## src/hdl/alb_pkg.sv

```systemverilog
// alb_pkg: shared constants, register map and types of the alu slice
package alb_pkg;

  // widths of the datapath
  localparam int DATA_W = 8;
  localparam int PTR_W  = 16;
  localparam int PC_W   = 22;
  localparam int APB_AW = 8;
  localparam int APB_DW = 32;

  // register byte offsets
  localparam logic [APB_AW-1:0] OFS_CMD   = 8'h00;
  localparam logic [APB_AW-1:0] OFS_DEST  = 8'h04;
  localparam logic [APB_AW-1:0] OFS_IMM   = 8'h08;
  localparam logic [APB_AW-1:0] OFS_FLAGS = 8'h0c;
  localparam logic [APB_AW-1:0] OFS_PTR   = 8'h10;
  localparam logic [APB_AW-1:0] OFS_PC    = 8'h14;
  localparam logic [APB_AW-1:0] OFS_STAT  = 8'h18;

  // field positions in the status register
  localparam int STAT_BUSY_BIT = 0;
  localparam int STAT_OVF_BIT  = 1;
  localparam int STAT_UNF_BIT  = 2;
  localparam int STAT_BAD_BIT  = 3;
  localparam int STAT_SP_LSB   = 8;

  // field positions in the flags register
  localparam int FLAG_C_BIT = 0;
  localparam int FLAG_Z_BIT = 1;
  localparam int FLAG_N_BIT = 2;
  localparam int FLAG_V_BIT = 3;
  localparam int FLAG_S_BIT = 4;

  // values after reset
  localparam logic [DATA_W-1:0] DEST_RST  = 8'h00;
  localparam logic [DATA_W-1:0] IMM_RST   = 8'h00;
  localparam logic [PTR_W-1:0]  PTR_RST   = 16'h0000;
  localparam logic [PC_W-1:0]   PC_RST    = 22'h000000;
  localparam logic [4:0]        FLAGS_RST = 5'h00;

  // special operand values
  localparam logic [DATA_W-1:0] NEG_OVF_VAL = 8'h80;
  localparam logic [PC_W-PTR_W-1:0] PC_HI_CLR = 6'h00;

  // operations started by a write to the command register
  typedef enum logic [3:0] {
    OP_NONE      = 4'h0,
    OP_SBCI      = 4'h1, // subtract_imm_with_borrow_op
    OP_ORI       = 4'h2, // or_immediate_op
    OP_AND_IMMEDIATE_OP      = 4'h3, // and_immediate_op
    OP_SET_MASK  = 4'h4, // set_mask_bits_op
    OP_CLR_MASK  = 4'h5, // clear_mask_bits_op
    OP_ZN_CHECK  = 4'h6, // zero_negative_check_op
    OP_INVERT    = 4'h7, // invert_op
    OP_NEGATE    = 4'h8, // negate_op
    OP_PTR_JUMP  = 4'h9, // pointer_jump_op
    OP_PTR_CALL  = 4'ha, // pointer_call_op
    OP_SUB_EXIT  = 4'hb  // subroutine_exit_op
  } alb_op_e;

  // sequencer states, gray along idle -> exec -> pop
  typedef enum logic [1:0] {
    ST_IDLE = 2'b00,
    ST_EXEC = 2'b01,
    ST_POP  = 2'b11
  } alb_state_e;

  // status flags, bit 0 is carry
  typedef struct packed {
    logic s;
    logic v;
    logic n;
    logic z;
    logic c;
  } alb_flags_s;

  // apb request from the master
  typedef struct packed {
    logic              psel;
    logic              penable;
    logic              pwrite;
    logic [APB_AW-1:0] paddr;
    logic [APB_DW-1:0] pwdata;
  } alb_apb_req_s;

  // apb answer from the slave
  typedef struct packed {
    logic [APB_DW-1:0] prdata;
    logic              pready;
    logic              pslverr;
  } alb_apb_rsp_s;

endpackage : alb_pkg

```

## src/hdl/alb_core.sv

```systemverilog
// alb_core: logic, subtract and indirect branch slice behind an apb slave
//
// The APB interface to the registers and the register addresses were left to the implementer.
`timescale 1ns/1ps
module alb_core import alb_pkg::*; #(
  parameter int STACK_DEPTH = 16
) (
  input  wire logic         i_clock,
  input  wire logic         i_rst,
  input  wire alb_apb_req_s i_apb,
  output alb_apb_rsp_s      o_apb,
  output logic [PC_W-1:0]   o_pc,
  output alb_flags_s        o_flags,
  output logic              o_busy
);

  localparam int SP_W = $clog2(STACK_DEPTH + 1);
  localparam int AW   = $clog2(STACK_DEPTH);
  localparam logic [SP_W-1:0] SP_FULL = SP_W'(STACK_DEPTH);
  localparam logic [SP_W-1:0] SP_ONE  = SP_W'(1);

  typedef struct packed {
    alb_state_e        st;
    alb_op_e           op;
    logic [DATA_W-1:0] dest;
    logic [DATA_W-1:0] imm;
    alb_flags_s        flg;
    logic [PTR_W-1:0]  ptr;
    logic [PC_W-1:0]   pc;
    logic [SP_W-1:0]   sp;
    logic              ovf;
    logic              unf;
    logic              bad;
    logic [APB_DW-1:0] prdata;
    logic              pready;
    logic              pslverr;
    logic              busy;
  } alb_core_s;

  alb_core_s         core_reg;
  alb_core_s         core_next;
  logic              mem_we;
  logic [AW-1:0]     mem_waddr;
  logic [PC_W-1:0]   mem_wdata;
  logic [AW-1:0]     mem_raddr;
  logic [PC_W-1:0]   mem_rdata;
  logic              apb_access;
  logic              addr_hit;
  logic [APB_DW-1:0] read_value;
  logic [DATA_W-1:0] res;
  logic [DATA_W:0]   diff;

  // flags of a logical result: overflow cleared, sign equals negative
  function automatic alb_flags_s logic_flags(input logic [DATA_W-1:0] r,
                                             input logic carry);
    alb_flags_s f;
    f.c = carry;
    f.z = (r == '0);
    f.n = r[DATA_W-1];
    f.v = 1'b0;
    f.s = f.n ^ f.v;
    return f;
  endfunction : logic_flags

  // true when an address selects one of the mapped registers
  function automatic logic is_mapped(input logic [APB_AW-1:0] a);
    return (a == OFS_CMD) || (a == OFS_DEST) || (a == OFS_IMM) ||
           (a == OFS_FLAGS) || (a == OFS_PTR) || (a == OFS_PC) ||
           (a == OFS_STAT);
  endfunction : is_mapped

  // return address store, read port always points at the top entry
  alb_stack_mem #(
    .WIDTH (PC_W),
    .DEPTH (STACK_DEPTH)
  ) u_stack (
    .i_clock (i_clock),
    .i_rst   (i_rst),
    .i_we    (mem_we),
    .i_waddr (mem_waddr),
    .i_wdata (mem_wdata),
    .i_raddr (mem_raddr),
    .o_rdata (mem_rdata)
  );

  assign apb_access = i_apb.psel & i_apb.penable;
  assign addr_hit   = is_mapped(i_apb.paddr);
  assign mem_raddr  = AW'(core_reg.sp - SP_ONE);

  // read mux; unmapped addresses read as zero
  always_comb begin
    read_value = '0;
    if (i_apb.paddr == OFS_CMD) begin
      read_value[3:0] = core_reg.op;
    end else if (i_apb.paddr == OFS_DEST) begin
      read_value[DATA_W-1:0] = core_reg.dest;
    end else if (i_apb.paddr == OFS_IMM) begin
      read_value[DATA_W-1:0] = core_reg.imm;
    end else if (i_apb.paddr == OFS_FLAGS) begin
      read_value[FLAG_S_BIT:FLAG_C_BIT] = core_reg.flg;
    end else if (i_apb.paddr == OFS_PTR) begin
      read_value[PTR_W-1:0] = core_reg.ptr;
    end else if (i_apb.paddr == OFS_PC) begin
      read_value[PC_W-1:0] = core_reg.pc;
    end else if (i_apb.paddr == OFS_STAT) begin
      read_value[STAT_BUSY_BIT] = (core_reg.st != ST_IDLE);
      read_value[STAT_OVF_BIT]  = core_reg.ovf;
      read_value[STAT_UNF_BIT]  = core_reg.unf;
      read_value[STAT_BAD_BIT]  = core_reg.bad;
      read_value[STAT_SP_LSB +: SP_W] = core_reg.sp;
    end
  end

  // bus slave and sequencer, one cycle per operation except return
  always_comb begin
    core_next = core_reg;
    mem_we    = 1'b0;
    mem_waddr = AW'(core_reg.sp);
    mem_wdata = PC_W'(core_reg.pc + 1'b1);
    res       = core_reg.dest;
    diff      = '0;

    // answer only while idle, so software never sees a half-done op
    if (apb_access && !core_reg.pready && core_reg.st == ST_IDLE) begin
      core_next.pready  = 1'b1;
      core_next.pslverr = !addr_hit;
      core_next.prdata  = i_apb.pwrite ? '0 : read_value;
    end else if (apb_access && core_reg.pready) begin
      // the write lands on the edge where the master sees pready
      core_next.pready  = 1'b0;
      core_next.pslverr = 1'b0;
      if (i_apb.pwrite && addr_hit) begin
        if (i_apb.paddr == OFS_CMD) begin
          core_next.op = alb_op_e'(i_apb.pwdata[3:0]);
          core_next.st = ST_EXEC;
        end else if (i_apb.paddr == OFS_DEST) begin
          core_next.dest = i_apb.pwdata[DATA_W-1:0];
        end else if (i_apb.paddr == OFS_IMM) begin
          core_next.imm = i_apb.pwdata[DATA_W-1:0];
        end else if (i_apb.paddr == OFS_FLAGS) begin
          core_next.flg = i_apb.pwdata[FLAG_S_BIT:FLAG_C_BIT];
        end else if (i_apb.paddr == OFS_PTR) begin
          core_next.ptr = i_apb.pwdata[PTR_W-1:0];
        end else if (i_apb.paddr == OFS_PC) begin
          core_next.pc = i_apb.pwdata[PC_W-1:0];
        end else if (i_apb.paddr == OFS_STAT) begin
          // write one to clear; events come later in the code and win
          if (i_apb.pwdata[STAT_OVF_BIT]) begin
            core_next.ovf = 1'b0;
          end
          if (i_apb.pwdata[STAT_UNF_BIT]) begin
            core_next.unf = 1'b0;
          end
          if (i_apb.pwdata[STAT_BAD_BIT]) begin
            core_next.bad = 1'b0;
          end
        end
      end
    end

    case (core_reg.st)
      ST_EXEC: begin
        core_next.st = ST_IDLE;
        case (core_reg.op)
          OP_SBCI: begin
            // nine bit difference, the top bit is the borrow out
            diff = {1'b0, core_reg.dest} - {1'b0, core_reg.imm}
                   - {{DATA_W{1'b0}}, core_reg.flg.c};
            res = diff[DATA_W-1:0];
            core_next.dest  = res;
            core_next.flg.c = diff[DATA_W];
            core_next.flg.z = (res == '0);
            core_next.flg.n = res[DATA_W-1];
            // overflow only feeds sign here; stored overflow is kept
            core_next.flg.s = res[DATA_W-1] ^
              ((core_reg.dest[DATA_W-1] & ~core_reg.imm[DATA_W-1] &
                ~res[DATA_W-1]) |
               (~core_reg.dest[DATA_W-1] & core_reg.imm[DATA_W-1] &
                res[DATA_W-1]));
          end
          OP_ORI: begin
            res = core_reg.dest | core_reg.imm;
            core_next.dest = res;
            core_next.flg  = logic_flags(res, core_reg.flg.c);
          end
          OP_AND_IMMEDIATE_OP: begin
            res = core_reg.dest & core_reg.imm;
            core_next.dest  = res;
            // overflow is not in this op's flag set, so it is kept
            core_next.flg.z = (res == '0);
            core_next.flg.n = res[DATA_W-1];
            core_next.flg.s = res[DATA_W-1] ^ core_reg.flg.v;
          end
          OP_SET_MASK: begin
            res = core_reg.dest | core_reg.imm;
            core_next.dest = res;
            core_next.flg  = logic_flags(res, core_reg.flg.c);
          end
          OP_CLR_MASK: begin
            res = core_reg.dest & ~core_reg.imm;
            core_next.dest = res;
            core_next.flg  = logic_flags(res, core_reg.flg.c);
          end
          OP_ZN_CHECK: begin
            res = core_reg.dest & core_reg.dest;
            core_next.flg = logic_flags(res, core_reg.flg.c);
          end
          OP_INVERT: begin
            res = ~core_reg.dest;
            core_next.dest = res;
            core_next.flg  = logic_flags(res, 1'b1);
          end
          OP_NEGATE: begin
            res = DATA_W'(8'h00 - core_reg.dest);
            core_next.dest  = res;
            core_next.flg.c = (res != '0);
            core_next.flg.z = (res == '0);
            core_next.flg.n = res[DATA_W-1];
            core_next.flg.v = (res == NEG_OVF_VAL);
            core_next.flg.s = res[DATA_W-1] ^ (res == NEG_OVF_VAL);
          end
          OP_PTR_JUMP: begin
            core_next.pc = {PC_HI_CLR, core_reg.ptr};
          end
          OP_PTR_CALL: begin
            // a full stack loses the return address but still branches
            if (core_reg.sp == SP_FULL) begin
              core_next.ovf = 1'b1;
            end else begin
              mem_we       = 1'b1;
              core_next.sp = core_reg.sp + SP_ONE;
            end
            core_next.pc = {PC_HI_CLR, core_reg.ptr};
          end
          OP_SUB_EXIT: begin
            // the top entry is read this cycle and lands in pop
            if (core_reg.sp == '0) begin
              core_next.unf = 1'b1;
            end else begin
              core_next.st = ST_POP;
            end
          end
          default: begin
            core_next.bad = 1'b1;
          end
        endcase
      end
      ST_POP: begin
        core_next.pc = mem_rdata;
        core_next.sp = core_reg.sp - SP_ONE;
        core_next.st = ST_IDLE;
      end
      ST_IDLE: begin
        // keep the state that a command write above may have set
      end
      default: begin
        core_next.st = ST_IDLE;
      end
    endcase

    // busy is registered so the output comes straight from a flop
    core_next.busy = (core_next.st != ST_IDLE);
  end

  // single state register for the whole block apart from the stack store, which keeps its own
  always_ff @(posedge i_clock or posedge i_rst) begin
    if (i_rst) begin
      core_reg.st      <= ST_IDLE;
      core_reg.op      <= OP_NONE;
      core_reg.dest    <= DEST_RST;
      core_reg.imm     <= IMM_RST;
      core_reg.flg     <= FLAGS_RST;
      core_reg.ptr     <= PTR_RST;
      core_reg.pc      <= PC_RST;
      core_reg.sp      <= '0;
      core_reg.ovf     <= 1'b0;
      core_reg.unf     <= 1'b0;
      core_reg.bad     <= 1'b0;
      core_reg.prdata  <= '0;
      core_reg.pready  <= 1'b0;
      core_reg.pslverr <= 1'b0;
      core_reg.busy    <= 1'b0;
    end else begin
      core_reg <= core_next;
    end
  end

  // outputs are plain register fields
  assign o_apb.prdata  = core_reg.prdata;
  assign o_apb.pready  = core_reg.pready;
  assign o_apb.pslverr = core_reg.pslverr;
  assign o_pc          = core_reg.pc;
  assign o_flags       = core_reg.flg;
  assign o_busy        = core_reg.busy;

endmodule : alb_core

```

## src/hdl/alb_stack_mem.sv

```systemverilog
// alb_stack_mem: return address store with registered read data
`timescale 1ns/1ps
module alb_stack_mem #(
  parameter int WIDTH = 22,
  parameter int DEPTH = 16
) (
  input  wire logic                     i_clock,
  input  wire logic                     i_rst,
  input  wire logic                     i_we,
  input  wire logic [$clog2(DEPTH)-1:0] i_waddr,
  input  wire logic [WIDTH-1:0]         i_wdata,
  input  wire logic [$clog2(DEPTH)-1:0] i_raddr,
  output logic      [WIDTH-1:0]         o_rdata
);

  typedef struct packed {
    logic [DEPTH-1:0][WIDTH-1:0] mem;
    logic [WIDTH-1:0]            rdata;
  } alb_mem_s;

  alb_mem_s mem_reg;
  alb_mem_s mem_next;

  // read is registered so a pop takes one extra cycle
  always_comb begin
    mem_next       = mem_reg;
    mem_next.rdata = mem_reg.mem[i_raddr];
    if (i_we) begin
      mem_next.mem[i_waddr] = i_wdata;
    end
  end

  always_ff @(posedge i_clock or posedge i_rst) begin
    if (i_rst) begin
      mem_reg <= '0;
    end else begin
      mem_reg <= mem_next;
    end
  end

  assign o_rdata = mem_reg.rdata;

endmodule : alb_stack_mem

```

## config.mk

```make
export PLATFORM = sky130hd
export DESIGN_NAME = alb_core
export DESIGN_NICKNAME = d
export VERILOG_FILES = /design/src/hdl/alb_pkg.sv /design/src/hdl/alb_core.sv /design/src/hdl/alb_stack_mem.sv
export SDC_FILE = /design/constraint.sdc
export NUM_CORES = 1
export LEC_CHECK = 0
export ABC_AREA = 0
export BUFFER_PORTS_ARGS = -buffer_cell sky130_fd_sc_hd__buf_4
export CAP_MARGIN = 15
export CORE_MARGIN = 10
export CORE_UTILIZATION = 60
export CTS_CLUSTER_SIZE = 28
export DETAILED_ROUTE_END_ITERATION = 8
export PLACE_DENSITY = 0.75
export SLEW_MARGIN = 15
export SYNTH_ARGS = -nofsm -noshare
export SYNTH_HDL_FRONTEND = slang
export SYNTH_SLANG_ARGS = --single-unit
```

## constraint.sdc

```tcl
create_clock -name i_clock -period 19.7 [get_ports i_clock]
set_input_delay 0.985 -clock i_clock [delete_from_list [all_inputs] [get_ports i_clock]]
set_output_delay 0.985 -clock i_clock [all_outputs]
set_load 0.02 [all_outputs]
```

# Word level (Yosys, flattened, before mapping)
# Index checks and enable logic that the tools add are counted.
# word_totals
register_bits	482
latch_bits	0
ramBits	0
romBits	0
input_bits	45
out_inout_bits	62
word_cells	207
mem_count	0
# classes
n_addsub	6
multipliers	0
n_div	0
magnitude_cmp	3
n_eq_ne	24
n_shift	0
muxes	78
bitwise_logic	23
n_reduce_logical	37
# ops
op	n
$bwmux 352	1
$mux 65	3
$mux 22	6
$bmux 22 s4	1
$demux 22 s4	1
$logic_not 8->1	8
$mux 59	1
$mux 9	6
$pmux 27 s2	1
$mux 51	1
$pmux 8 s6	1
$mux 43	1
$mux 8	5
$mux 38	1
$mux 3	11
$mux 16	2
$mux 5	6
$mux 14	2
$and 8x8->8	3
$eq 8x5->1 const B	3
$add 22x1->22 const B	1
$mux 18	1
$mux 6	3
$mux 17	1
other kinds (48)	101

# Logic depth before layout (Yosys ltp)
# Gate-level depths: netlist of the first run.
# logic_depth
ltp_word	14
depth_mapped	11
ltp_nobuf	10

# Hierarchy
# From an unflattened synthesis of the first run, not the netlist that was laid out.
# unflattened
hier_cells	1820
hier_area_um2	23907.9
# modules_own_cells
mod	n_inst	cells_each	area_each_um2	seq_area_each_um2
alb_stack_mem	1	1019	16472.0	9359.0
alb_core	1	801	7435.9	2452.4

# Least setup slack after synthesis of the first run
# OpenSTA, ideal clock, no wires.
# synth_timing
path_kind	reg2reg
startpoint	reg core_reg[38] in the netlist's numbering
endpoint	reg u_stack.mem_reg, in the netlist u_stack.o_rdata[0]
setup_ns	0.138
arrival_time_ns	2.960
required_time_ns	19.562
slack_ns	16.601
path_stages_with_launch	10
path_buffers	5
synth_period_minus_slack_ns	3.099
path_cell_list	dfrtp_1 > buf_2 > buf_1 > inv_1 > ha_1 > buf_2 > buf_2 > buf_1 > mux4_2 > mux4_2
# synth_rtl
item	line	text
start: declaration	alb_core.sv:40	alb_core_s core_reg;
start signal: assignment	alb_core.sv:284	core_reg <= core_next;
end signal: assignment	alb_stack_mem.sv:37	mem_reg <= mem_next;
end: declaration	alb_stack_mem.sv:21	alb_mem_s mem_reg;

# Worst setup path in the final report of the first run
# layout_timing
startpoint	reg core_reg[103] in the netlist's numbering
endpoint	reg u_stack.mem_reg[45] in the netlist's numbering
# layout_between
elab_chain_len	3
# layout_rtl
item	line	text
$eq 4x4->1	alb_core.sv:164	case (core_reg.op)
$mux 1	alb_core.sv:164	
$mux 1	alb_core.sv:161	case (core_reg.st)
# Every way passes these cells.
# A chain may end at the register's enable or synchronous reset.

==> results of run 1 <==
## Yosys cell counts, drive strengths merged (17+ instances only)
cell type and count:
mux4 111, o21ai 393, mux2 44, nor2 34
mux2i 62, xnor2 24, ha 41, buf 118
nand2 407, clkbuf 98, a22oi 18, dfrtp 472
a22o 17, inv 34, a21oi 31, nand3 29
## per-layer routing
layer / vias up / GRT usage, % / wire length [um]
met3: 113 / 4.587 / 4897
met2: 687 / 39.88 / 27710
li1: 7262 / - / -
met5: - / 0 / 0
met1: 8314 / 35.79 / 25390
met4: 0 / 6.572 / 1380
## cell type report
cell class,count,area [sq um]
Clock inverter,10,120.1
Sequential cell,472,11820
Tap cell,511,639.4
Timing Repair Buffer,117,898.4
Clock buffer,77,1513
Fill cell,2787,12550
Multi-Input combinational cell,1381,10080
Inverter,34,135.1
## worst paths after layout
kind / start / end / slack, ns / depth (start not counted)
max: core_reg[103] / u_stack.mem_reg[45] / 16.02 / 5
max in group asynchronous: i_rst / u_stack.mem_reg[217] / 17.43 / 3
min reg2reg: u_stack.o_rdata[21] / o_pc[21] / 0.46 / 2
min in group asynchronous: i_rst / o_flags[1] / 0.59 / 2
max reg2reg: core_reg[103] / u_stack.mem_reg[45] / 16.02 / 5
min: u_stack.o_rdata[21] / o_pc[21] / 0.46 / 2
## cells by family (layout without fill, tap and decap cells)
logic type,Yosys count,in the layout
DFF,472,472
other,1,10
and+or+nand+nor,553,553
buffers and inverters,250,238
xor gates and xnor gates,39,39
adders and majority gates,43,43
muxes,217,217
AOI/OAI and AO/OA,519,519
## power by group
part	switching (uW)	internal, uW
sequential	3.24	972
combinational	61.0	20.4
clock	381	551
## worst register-to-register path, delay by kind of cell, from the launching register on
family	cells	cell delay (ns)
simple gates	4	2.25
flops	1	0.69
mux	1	0.63
## cells in the final DEF, fill, tap and decap left out, types with 40 or more instances in the layout
cell type	count
ha_1	40
mux2_2	44
clkbuf_16	50
nand2_1	404
mux2i_1	62
o21ai_0	342
o21ai_1	51
mux4_2	111
dfrtp_1	471
buf_4	115
## stage by stage
stage                     util (%)  area, sq um  power [uW]  cells  worst slack [ns]
after floorplan                  -        23060        1049   2103             5.549
after global placement       62.23        23500        1071   2514             16.12
after detailed placement     62.23        23500        1073   2514             16.08
after CTS                    66.56        25130        1994   2601             16.07
after global routing         66.75        25200        2045   2602             15.84
final                        66.75        25200        1989   2602             16.02
==> PnR_summary.wiki, run 1 <==
{| class="wikitable"
! Metric !! Value
|-
| Unique masters post-synth || 80
|-
| Dominant combinational cell family by area after synthesis || multiplexers
|-
| Critical Path End Type || flop
|-
| Most Frequent Cell on Critical Path || and2_1
|-
| Mapped Area || 0.02302 sq mm
|-
| Global-route wire length before repair || 94,320 um
|-
| Run status || finished, final reports clean
|-
| Die Footprint || ~0.047 sq mm
|-
| Grt ovf || 0
|-
| Number of global-route vias before repair || about 16,000
|-
| Die outline height || roughly 220 um
|-
| Clk sinks || 472
|-
| Leading post-synthesis cells by cell area || dfrtp_1 51%, mux4_2 11%, o21ai_0 7.4%
|-
| Final-report max-slew violation count || 0
|-
| Initial drt markers || 1,684
|-
| Total of buffers placed on input and output ports || between 80 and 90
|-
| Worst Max-Slew Pin Slew || 1.189 ns
|-
| Number of clock buffers inserted by TritonCTS || between 40 and 50
|-
| Power per unit of standard cell area || 78.92 mW/mm^2
|-
| Final antenna-violating net count || 0
|-
| Peak supply drop || 0.00006501 V
|-
| Starting utilization of the core area || around three fifths
|-
| Multiplexer area fraction after synthesis || 15.71%
|-
| Io pins || 107
|-
| Final period util || 18.70%
|-
| Number of warnings printed during yosys synthesis || 0
|-
| Share of the yosys chip area belonging to registers || 51.30%
|-
| Post-synth ARST share || 100.0%
|-
| Clk Latency, worst-skew pair || between 0.5 and 0.6 ns
|-
| XOR/XNOR Fraction of Synth Area || around 1.5%
|-
| Hold Slack || 0.4592 ns
|-
| Final WL || 59,380 um
|-
| Slowest CP cell || nand3_2
|-
| Final number of hold-violating endpoints || 0
|-
| Vias || 16,380
|-
| Cells resized by post-CTS repair || 0
|-
| Worst Path Arrival || ~4 ns
|-
| Post-layout min period || about 3.7 ns
|-
| Critical path's largest stage delay || around 0.89 ns
|-
| WL per Instance || 22.82 um
|-
| Buf/Inv on CP || 0
|-
| Max-cap violations || 0
|-
| TritonCTS clock tree || yes
|-
| Drc violations || 0
|-
| Largest area contributor in the synthesized netlist || dfrtp_1
|-
| Post-CTS setup buffers || 0
|-
| Final sum of negative setup slack || 0 ns
|-
| Net count, final || 2,143
|-
| Depth of the CTS H-tree || 2
|-
| Maximum fanout along the worst path || 43
|-
| Cell Rows || 71
|-
| Core footprint || 0.03776 sq mm
|-
| Syn_area_per_cell || 10.99 sq um
|-
| Number of flops mapped to enable cells by yosys || 0
|-
| Remaining max-slew budget at the tightest pin || 20.46%
|-
| Chip width || ~220 um
|-
| Number of antenna violations at the first check in global routing || 1
|-
| Sequence of cells on the critical path || nor2b_1 > and2_1 > and2_1 > nand3_2 > mux2_2
|-
| CTS Buffer Depth || 3
|-
| ANT cells || 0
|-
| Area share of and/or/nand/nor cells after synthesis || 11.03%
|-
| RePlAce Congestion || 0.8820
|-
| Synth Flop Type || dfrtp_1
|-
| Layout cell share with drive strength beyond 1 || 18.79%
|-
| CP top delay family || simple AND/OR/NAND/NOR gates
|-
| Layout overhead on the synthesized area || 9.467%
|-
| Flip-flop count of the largest register, all copies and words added || 352
|-
| # hold bufs at CTS || 0
|-
| Required time at the endpoint of the critical path || approximately 20 ns
|-
| Post-synthesis compound-gate area fraction || between 10% and 20%
|-
| Pin count of the biggest net entering global routing || 188
|-
| Path category of the worst min-delay check || flop to flop
|-
| Critical path type || flop to flop
|-
| Area fraction of the dominant cell type after synthesis || 51.30%
|-
| Register clock-pin slew on the reported worst setup and hold paths || 0.06 ns
|-
| Vias per std cell || 6.294
|-
| Setup Skew || 0.01407 ns
|-
| Detailed Routing Iterations Pass 1 || 5
|-
| Cells after synthesis || 2,094
|-
| Final setup violation count || 0
|-
| Launching element type of the critical path || flop
|-
| DP Wirelength || 36,960 um
|-
| Highest clock frequency the design can meet || roughly 0.27 GHz
|-
| Synth Register Bits || 472
|-
| Overall track demand over capacity in global routing || 25.31%
|-
| Leakage power total || 0.01097 uW
|-
| Synthesized-area fraction occupied by adder cells || 2.402%
|-
| Root Buffer || clkbuf_16
|-
| Setup repair after global routing missed its margin || no
|}
Note: power is estimated with default switching activity, not from simulation.
==> run 2: changes to the inputs <==
--- a/config.mk
+++ b/config.mk
@@ -5,14 +5,14 @@
 export SDC_FILE = /design/constraint.sdc
 export NUM_CORES = 1
 export LEC_CHECK = 0
-export ABC_AREA = 0
+export ABC_AREA = 1
 export BUFFER_PORTS_ARGS = -buffer_cell sky130_fd_sc_hd__buf_4
 export CAP_MARGIN = 15
 export CORE_MARGIN = 10
-export CORE_UTILIZATION = 60
+export CORE_UTILIZATION = 56
 export CTS_CLUSTER_SIZE = 28
 export DETAILED_ROUTE_END_ITERATION = 8
-export PLACE_DENSITY = 0.75
+export PLACE_DENSITY = 0.73
 export SLEW_MARGIN = 15
 export SYNTH_ARGS = -nofsm -noshare
 export SYNTH_HDL_FRONTEND = slang
==> constraint.sdc (replaced) <==
create_clock -name i_clock -period 3 [get_ports i_clock]
set_input_delay 0.15 -clock i_clock [delete_from_list [all_inputs] [get_ports i_clock]]
set_output_delay 0.15 -clock i_clock [all_outputs]
set_load 0.02 [all_outputs]
==> run 2 against run 1 <==
  * Sequential share of layout area is 3.5 points lower
  * Clock power increased to 7.2 times the previous value
  * Via count increased by 32%
  * Final cell count rose by 42%
  * Combinational power increased to 3.9 times the previous value
  * Count of clock-buffer cells in the layout decreased by 6
  * Setup slack got worse by 16 ns
  * Synthesized cell count grew 46%
  * Synthesized area is 5.2% higher
  * Worst hold slack lost 0.40 ns
  * Non-clock buffer count is 67 higher
  * Critical path type unchanged
  * Critical endpoint is now u_stack.mem_reg[206]
==> PnR_summary.wiki, run 2 <==
{| class="wikitable"
! Metric !! Value
|-
| Vias || 21,690 (+32%)
|-
| WL per Instance || 19.93 um (-13%)
|-
| Cells after synthesis || 3,060 (+46%)
|-
| Depth of the CTS H-tree || 2 (unchanged)
|-
| Starting utilization of the core area || 56.45% (-4.5 points)
|-
| Highest clock frequency the design can meet || 0.3771 GHz (+39%)
|-
| Cells resized by post-CTS repair || 0 (unchanged)
|-
| Met2 track demand over resource in global routing || 41.63% (+1.7 points)
|-
| Post-synth ARST share || 100.0% (unchanged)
|-
| Filler Cells Inserted || 3,698 (+33%)
|-
| Fraction of met1 tracks used by global routing || 40.23% (+4.4 points)
|-
| Syn_area_per_cell || 7.912 sq um (-28%)
|-
| Number of clock buffers inserted by TritonCTS || 50 (+2.0%)
|-
| Worst Path Arrival || 3.08 ns (-1.04 ns)
|-
| Synth Register Bits || 472 (unchanged)
|-
| Clk sinks || 472 (unchanged)
|-
| Number of antenna violations at the first check in global routing || 1 (unchanged)
|-
| Buf/Inv on CP || 4 (+4)
|-
| Io pins || 107 (unchanged)
|-
| Remaining max-slew budget at the tightest pin || 23.09% (+2.6 points)
|-
| ANT cells || 0 (unchanged)
|-
| Maximum fanout along the worst path || 36 (-16%)
|-
| Chip width || 227.9 um (+5.6%)
|-
| RePlAce Congestion || 0.9295 (+5.4%)
|-
| Path category of the worst min-delay check || input pin to flop
|-
| Synth Flop Type || dfrtp_1
|-
| Die outline height || 227.9 um (+5.6%)
|-
| Critical Path End Type || flop
|-
| Final setup violation count || 0 (unchanged)
|-
| Sequence of cells on the critical path || inv_1 > ha_4 > nand2_1 > nor2_1 > inv_1 > nand2_2 > inv_2 > nand2_1 > nor2_4 > inv_2 > o21ai_0
|-
| Setup repair after global routing missed its margin || no
|-
| Detailed Routing Iterations Pass 1 || 6 (+1)
|-
| Largest area contributor in the synthesized netlist || dfrtp_1
|-
| Mapped Area || 0.02421 sq mm (+5.2%)
|-
| Leading post-synthesis cells by cell area || dfrtp_1 49%, nand2_1 13%, o21ai_0 10%
|-
| Most instantiated cells after synthesis || 856 x nand2_1, 489 x o21ai_0, 472 x dfrtp_1
|-
| Number of warnings printed during yosys synthesis || 0 (unchanged)
|-
| DP Wirelength || 48,510 um (+31%)
|-
| Layout overhead on the synthesized area || 12.40%
|-
| Critical path type || flop to flop
|-
| Launching element type of the critical path || flop
|-
| Final period util || 88.40% (+70 points)
|-
| Commonest non-fill, non-tap cells in the layout || 856 x nand2_1, 489 x o21ai_0, 471 x dfrtp_1
|-
| Grt ovf || 0 (unchanged)
|-
| Final WL || 73,860 um (+24%)
|-
| Final number of hold-violating endpoints || 0 (unchanged)
|-
| Area of all placed cells without fillers || 0.02721 sq mm (+8.0%)
|-
| CTS Buffer Depth || 3 (unchanged)
|-
| Grt peak-use layer || met2
|-
| Standard cell area after detailed placement || 0.02515 sq mm (+7.1%)
|-
| Met3 routing resource usage after global routing || 4.927% (+0.34 points)
|-
| Initial drt markers || 2,916 (+73%)
|-
| Global-route wire length before repair || 116,300 um (+23%)
|-
| Required time at the endpoint of the critical path || 3.43 ns (-16.71 ns)
|-
| Dominant cell by count in the synthesized netlist || nand2_1
|-
| Vias per std cell || 5.854 (-7.0%)
|-
| Final-report max-slew violation count || 0 (unchanged)
|-
| Worst Max-Slew Pin Slew || 1.152 ns (-0.03667 ns)
|-
| Post-layout min period || 2.652 ns (-1.031 ns)
|-
| CP top delay family || buffers and inverters
|-
| TritonCTS clock tree || yes
|-
| Power per unit of standard cell area || 494.1 mW/mm^2 (+530%)
|-
| Clk Latency, worst-skew pair || 0.60 ns (+0.03 ns)
|-
| Post-CTS setup buffers || 0 (unchanged)
|-
| Setup Skew || 0.01477 ns (+0.0006959 ns)
|-
| Unique masters post-synth || 47 (-41%)
|-
| Flip-flop count of the largest register, all copies and words added || 352 (unchanged)
|-
| Die Footprint || 0.05195 sq mm (+11%)
|-
| Peak supply drop || 0.0004811 V (+640%)
|-
| Final sum of negative setup slack || 0 ns (unchanged)
|-
| Overall track demand over capacity in global routing || 27.75% (+2.4 points)
|-
| Number of flops mapped to enable cells by yosys || 0 (unchanged)
|-
| Run status || finished, final reports clean
|-
| Core footprint || 0.04289 sq mm (+14%)
|-
| Most frequent standard cell in the layout excluding fill and tap cells || nand2_1
|-
| Layout cell share with drive strength beyond 1 || 9.936% (-8.9 points)
|-
| Final antenna-violating net count || 0 (unchanged)
|-
| Number of global-route vias before repair || 20,480 (+26%)
|-
| Critical path's largest stage delay || 0.56 ns (-0.33 ns)
|-
| Total of buffers placed on input and output ports || 86 (unchanged)
|-
| Root Buffer || clkbuf_16
|-
| Leakage power total || 0.01331 uW (+21%)
|-
| Net count, final || 3,167 (+48%)
|-
| Cell Rows || 76 (+7.0%)
|-
| Pin count of the biggest net entering global routing || 154 (-18%)
|-
| Max-cap violations || 0 (unchanged)
|-
| Register clock-pin slew on the reported worst setup and hold paths || 0.06 ns (about the same)
|-
| Slowest CP cell || inv_2
|-
| Share of the yosys chip area belonging to registers || 48.79% (-2.5 points)
|-
| Drc violations || 0 (unchanged)
|-
| Area fraction of the dominant cell type after synthesis || 48.79% (-2.5 points)
|}
[run 2: cell types whose count changed in the layout (fill, tap and decap cells not counted), sizes merged, moves of 33 or more]
cell	delta
a21oi	+33
buf	+42
inv	+231
mux2	-44
mux2i	-62
mux4	-111
nand2	+459
nand3	+90
nor2	+190
o211ai	+58
o21ai	+151
o22ai	+36
[run 2: kinds of logic (layout without fill, tap and decap cells)]
logic type | after synthesis | after routing | share of synthesized area, %
buf+inv | 492 | 543 | 8.931
flops | 472 | 472 | 48.79
simple gates | 1252 | 1252 | 21.09
compound gates | 775 | 775 | 17.82
fa+ha+maj | 43 | 43 | 2.284
xor+xnor | 25 | 25 | 1.075
other cells | 1 | 10 | 0.01549
[run 2: power by group]
| group | leakage [uW] | internal, uW | switching (uW) |
|---|---|---|---|
| Combinational | 0.00604 | 90.9 | 227 |
| Clock | 0.000903 | 4090 | 2660 |
| Sequential | 0.00637 | 6370 | 7.43 |
[run 2: path summary, 6_finish.rpt]
| path | slack, ns | from | depth (start not counted) | to |
|---|---|---|---|---|
| hold / removal | 0.06 | i_apb[42] | 6 | o_apb[0] |
| max in group asynchronous | 1.66 | i_rst | 4 | u_stack.mem_reg[86] |
| min in group asynchronous | 0.26 | i_rst | 3 | u_stack.mem_reg[44] |
| setup reg to reg | 0.35 | core_reg[39] | 11 | u_stack.mem_reg[206] |
| setup / recovery | 0.35 | core_reg[39] | 11 | u_stack.mem_reg[206] |
| hold reg to reg | 0.47 | u_stack.o_rdata[16] | 2 | o_pc[16] |
[run 2: worst reg2reg max path: stages, from the launching register on]
cell and delay (ns):
dfrtp_1 0.42, inv_1 0.25, ha_4 0.19, nand2_1 0.11, nor2_1 0.11, inv_1 0.06
nand2_2 0.22, inv_2 0.08, nand2_1 0.15, nor2_4 0.10, inv_2 0.57, o21ai_0 0.22
[run 2: layout make-up]
class | count | area, sq um | area share (%)
clock inverter | 22 | 306.5 | 1.127
inverter | 266 | 1005 | 3.692
sequential | 472 | 11820 | 43.42
tap | 585 | 732.0 | 2.690
clock buffer | 71 | 1501 | 5.518
timing repair buffer | 184 | 1556 | 5.720
multi-input combinational | 2105 | 10290 | 37.83
[run 2: through the flow]
stage	utilization, %	instances	hold WS [ns]	power [uW]	worst slack (ns)
after global routing	63.45	3705	0.1545	13820	0.1873
final	63.45	3705	0.06366	13450	0.3479
after detailed placement	58.65	3587	0.3136	6792	0.2363
after CTS	63.45	3705	0.04432	13510	0.3844
after floorplan	-	3069	0.2946	6682	-3.543
after global placement	58.65	3587	0.3095	6787	0.3847
[run 2: repair_timing]
item	in CTS	in global routing
hold buffers	25	0
endpoints found under the hold margin	69	0
endpoints found under the setup margin	0	0
[run 2: routing by layer]
metal	wire, um	vias up
met5	0	-
met4	1856	0
met3	6951	137
met2	32660	1088
met1	32390	10470
li1	-	9998
==> run 3: changes to the inputs <==
--- a/config.mk
+++ b/config.mk
@@ -9,10 +9,10 @@
 export BUFFER_PORTS_ARGS = -buffer_cell sky130_fd_sc_hd__buf_4
 export CAP_MARGIN = 15
 export CORE_MARGIN = 10
-export CORE_UTILIZATION = 56
+export CORE_UTILIZATION = 60
 export CTS_CLUSTER_SIZE = 28
 export DETAILED_ROUTE_END_ITERATION = 8
-export PLACE_DENSITY = 0.73
+export PLACE_DENSITY = 0.75
 export SLEW_MARGIN = 15
 export SYNTH_ARGS = -nofsm -noshare
 export SYNTH_HDL_FRONTEND = slang
==> constraint.sdc (replaced) <==
create_clock -name i_clock -period 3.22 [get_ports i_clock]
set_input_delay 0.161 -clock i_clock [delete_from_list [all_inputs] [get_ports i_clock]]
set_output_delay 0.161 -clock i_clock [all_outputs]
set_load 0.02 [all_outputs]
==> run 3 against run 2 <==
  * Design area down 1.2%
  * Critical path depth decreased by 1
  * Via count up 0.65%
  * Non-clock buffer count down 4
  * Combinational power down 5%
  * Die area fell by 6.1%
  * Critical endpoint is now u_stack.mem_reg[32]
  * Largest power group is now sequential cells
==> PnR_summary.wiki, run 3 (synthesis results as in run 2) <==
{| class="wikitable"
! Metric !! Value
|-
| Setup Skew || 0.02902 ns (+0.01425 ns)
|-
| Sequence of cells on the critical path || inv_1 > ha_4 > nand2_1 > nor2_1 > inv_1 > nor2_1 > clkinv_1 > buf_8 > nand2_1 > o21ai_0
|-
| Critical path's largest stage delay || 0.62 ns (+0.06 ns)
|-
| Utilization after layout || 67.50% (+4.1 points)
|-
| CP top delay family || buffers and inverters
|-
| Depth of the CTS H-tree || 2 (unchanged)
|-
| Final-report max-slew violation count || 0 (unchanged)
|-
| TritonCTS clock tree || yes
|-
| Required time at the endpoint of the critical path || 3.70 ns (+0.27 ns)
|-
| Cell Rows || 73 (-3.9%)
|-
| Worst reg2reg endpoint || u_stack.mem_reg[32]
|-
| Grt ovf || 0 (unchanged)
|-
| Run status || finished, final reports clean
|-
| Path category of the worst min-delay check || input pin to flop
|-
| Critical Path End Type || flop
|-
| Detailed Routing Iterations Pass 1 || 7 (+1)
|-
| Slowest CP cell || clkinv_1
|-
| Cells resized by post-CTS repair || 0 (unchanged)
|-
| Final WL || 73,180 um (-0.92%)
|-
| CP Depth || 10 (-1)
|-
| Setup repair after global routing missed its margin || no
|-
| Global-route wire length before repair || 116,000 um (-0.26%)
|-
| Remaining max-slew budget at the tightest pin || 39.04% (+16 points)
|-
| Standard cell area after detailed placement || 0.02505 sq mm (-0.40%)
|-
| Chip width || 220.9 um (-3.1%)
|-
| Register clock-pin slew on the reported worst setup and hold paths || 0.07 ns (about the same)
|-
| Vias per std cell || 6.008 (+2.6%)
|-
| Core footprint || 0.03982 sq mm (-7.1%)
|-
| Setup crit start || core_reg[39]
|-
| Die Footprint || 0.04878 sq mm (-6.1%)
|-
| Drc violations || 0 (unchanged)
|-
| Clk Latency, worst-skew pair || 0.61 ns (about the same)
|-
| Setup WS pre-CTS || 0.5328 ns (+0.2965 ns)
|-
| Starting utilization of the core area || 60.79% (+4.3 points)
|-
| RePlAce Congestion || 0.9396 (+1.1%)
|-
| WL per Instance || 20.14 um (+1.0%)
|-
| Area of all placed cells without fillers || 0.02688 sq mm (-1.2%)
|-
| Vias || 21,830 (+0.65%)
|-
| Io pins || 107 (unchanged)
|-
| Initial drt markers || 2,660 (-8.8%)
|-
| Worst setup margin || 0.3894 ns (+0.04155 ns)
|-
| Highest clock frequency the design can meet || 0.3533 GHz (-6.3%)
|-
| Worst Max-Slew Pin Slew || 0.9121 ns (-0.2403 ns)
|-
| Launching element type of the critical path || flop
|-
| Layout overhead on the synthesized area || 11.04%
|-
| Overall track demand over capacity in global routing || 29.19% (+1.4 points)
|-
| Maximum fanout along the worst path || 16 (-56%)
|-
| Most frequent standard cell in the layout excluding fill and tap cells || nand2_1
|-
| CTS Buffer Depth || 3 (unchanged)
|-
| Clk sinks || 472 (unchanged)
|-
| Number of antenna violations at the first check in global routing || 0 (-1)
|-
| Final antenna-violating net count || 0 (unchanged)
|-
| Commonest non-fill, non-tap cells in the layout || 856 x nand2_1, 489 x o21ai_0, 471 x dfrtp_1
|-
| Hold Slack || 0.1366 ns (+0.07292 ns)
|-
| Number of clock buffers inserted by TritonCTS || 48 (-4.0%)
|-
| Max-cap violations || 0 (unchanged)
|-
| Pin count of the biggest net entering global routing || 152 (-1.3%)
|-
| Leakage power total || 0.01316 uW (-1.1%)
|-
| Post-CTS setup buffers || 0 (unchanged)
|-
| Worst Path Arrival || 3.31 ns (+0.23 ns)
|-
| Final period util || 87.91% (-0.50 points)
|-
| Final number of hold-violating endpoints || 0 (unchanged)
|-
| Number of global-route vias before repair || 20,860 (+1.9%)
|-
| Total of buffers placed on input and output ports || 86 (unchanged)
|-
| DP Wirelength || 49,350 um (+1.7%)
|-
| Filler Cells Inserted || 3,357 (-9.2%)
|-
| Flip-flop count of the largest register, all copies and words added || 352 (unchanged)
|-
| Peak supply drop || 0.0007728 V (+61%)
|-
| Buf/Inv on CP || 4 (unchanged)
|-
| Power per unit of standard cell area || 441.5 mW/mm^2 (-11%)
|-
| Post-layout min period || 2.831 ns (+0.1785 ns)
|-
| ANT cells || 0 (unchanged)
|-
| Register-to-register setup slack || 0.39 ns (+0.04 ns)
|-
| Length in cells of the worst reg-to-reg path || 10 (-1)
|-
| Final setup violation count || 0 (unchanged)
|-
| Reg-to-Reg Start || core_reg[39]
|-
| Layout cell share with drive strength beyond 1 || 9.328% (-0.61 points)
|-
| Root Buffer || clkbuf_16
|-
| Termination of the worst setup path || u_stack.mem_reg[32]
|-
| Critical path type || flop to flop
|-
| Die outline height || 220.9 um (-3.1%)
|-
| Net count, final || 3,161 (-0.19%)
|}
run 3: cell types whose count changed in the layout (fill, tap and decap cells not counted), moves of 3 or more:
cell / change
clkbuf_16: -3
clkinv_2: -5
bufinv_16: -4
buf_4: -6
clkbuf_1: +9
clkbuf_8: -6
run 3: cell type report:
cell class	instances	area, sq um	area share (%)
well taps	525	656.9	2.444
multi-input cells	2105	10290	38.30
repair buffers	180	1546	5.753
flip-flops and latches	472	11820	43.95
inverters	266	1005	3.737
clock buffers	71	1378	5.125
clock inverters	15	186.4	0.6935
run 3: per-stage QoR:
step	instances	total power [uW]	setup TNS, ns
floorplan	3069	6226	-1573.57
global placement	3522	6329	0
detailed placement	3522	6335	0
CTS	3633	11930	0
global route	3634	12210	0
finish	3634	11870	0
run 3: how the worst min path moves through the flow:
stage	cells after the start	slack (ns)	endpoint	from
after CTS	6	0.1	o_apb[4]	i_apb[40]
after global placement	2	0.33	u_stack.o_rdata[3]	i_rst
final	6	0.14	o_apb[4]	i_apb[40]
after global routing	6	0.16	o_apb[4]	i_apb[40]
after floorplan	2	0.31	core_reg[70]	i_apb[5]
after detailed placement	2	0.34	core_reg[97]	i_rst
run 3: power by group:
part	switching, uW	internal [uW]
clock network	2410	3210
registers	6.06	5940
logic	214	89.0
run 3: repair_timing:
action / 4_1_cts / 5_1_grt
hold buffers: 25 / 0
hold endpoints to repair: 72 / 0
setup endpoints to repair: 0 / 0
run 3: worst register-to-register path, cell delays in order (launching register included):
cell and delay [ns]:
dfrtp_1 0.42, inv_1 0.26, ha_4 0.19, nand2_1 0.12, nor2_1 0.18, inv_1 0.09, nor2_1 0.28, clkinv_1 0.62
buf_8 0.40, nand2_1 0.09, o21ai_0 0.08
run 3: metal layers:
layer,GRT usage [%],vias up,part of all wire [%]
met5,0,-,0
met4,8.476,0,2.5
met3,5.339,153,9.7
met2,44.41,1142,45
met1,41.91,10560,43
li1,-,9982,-
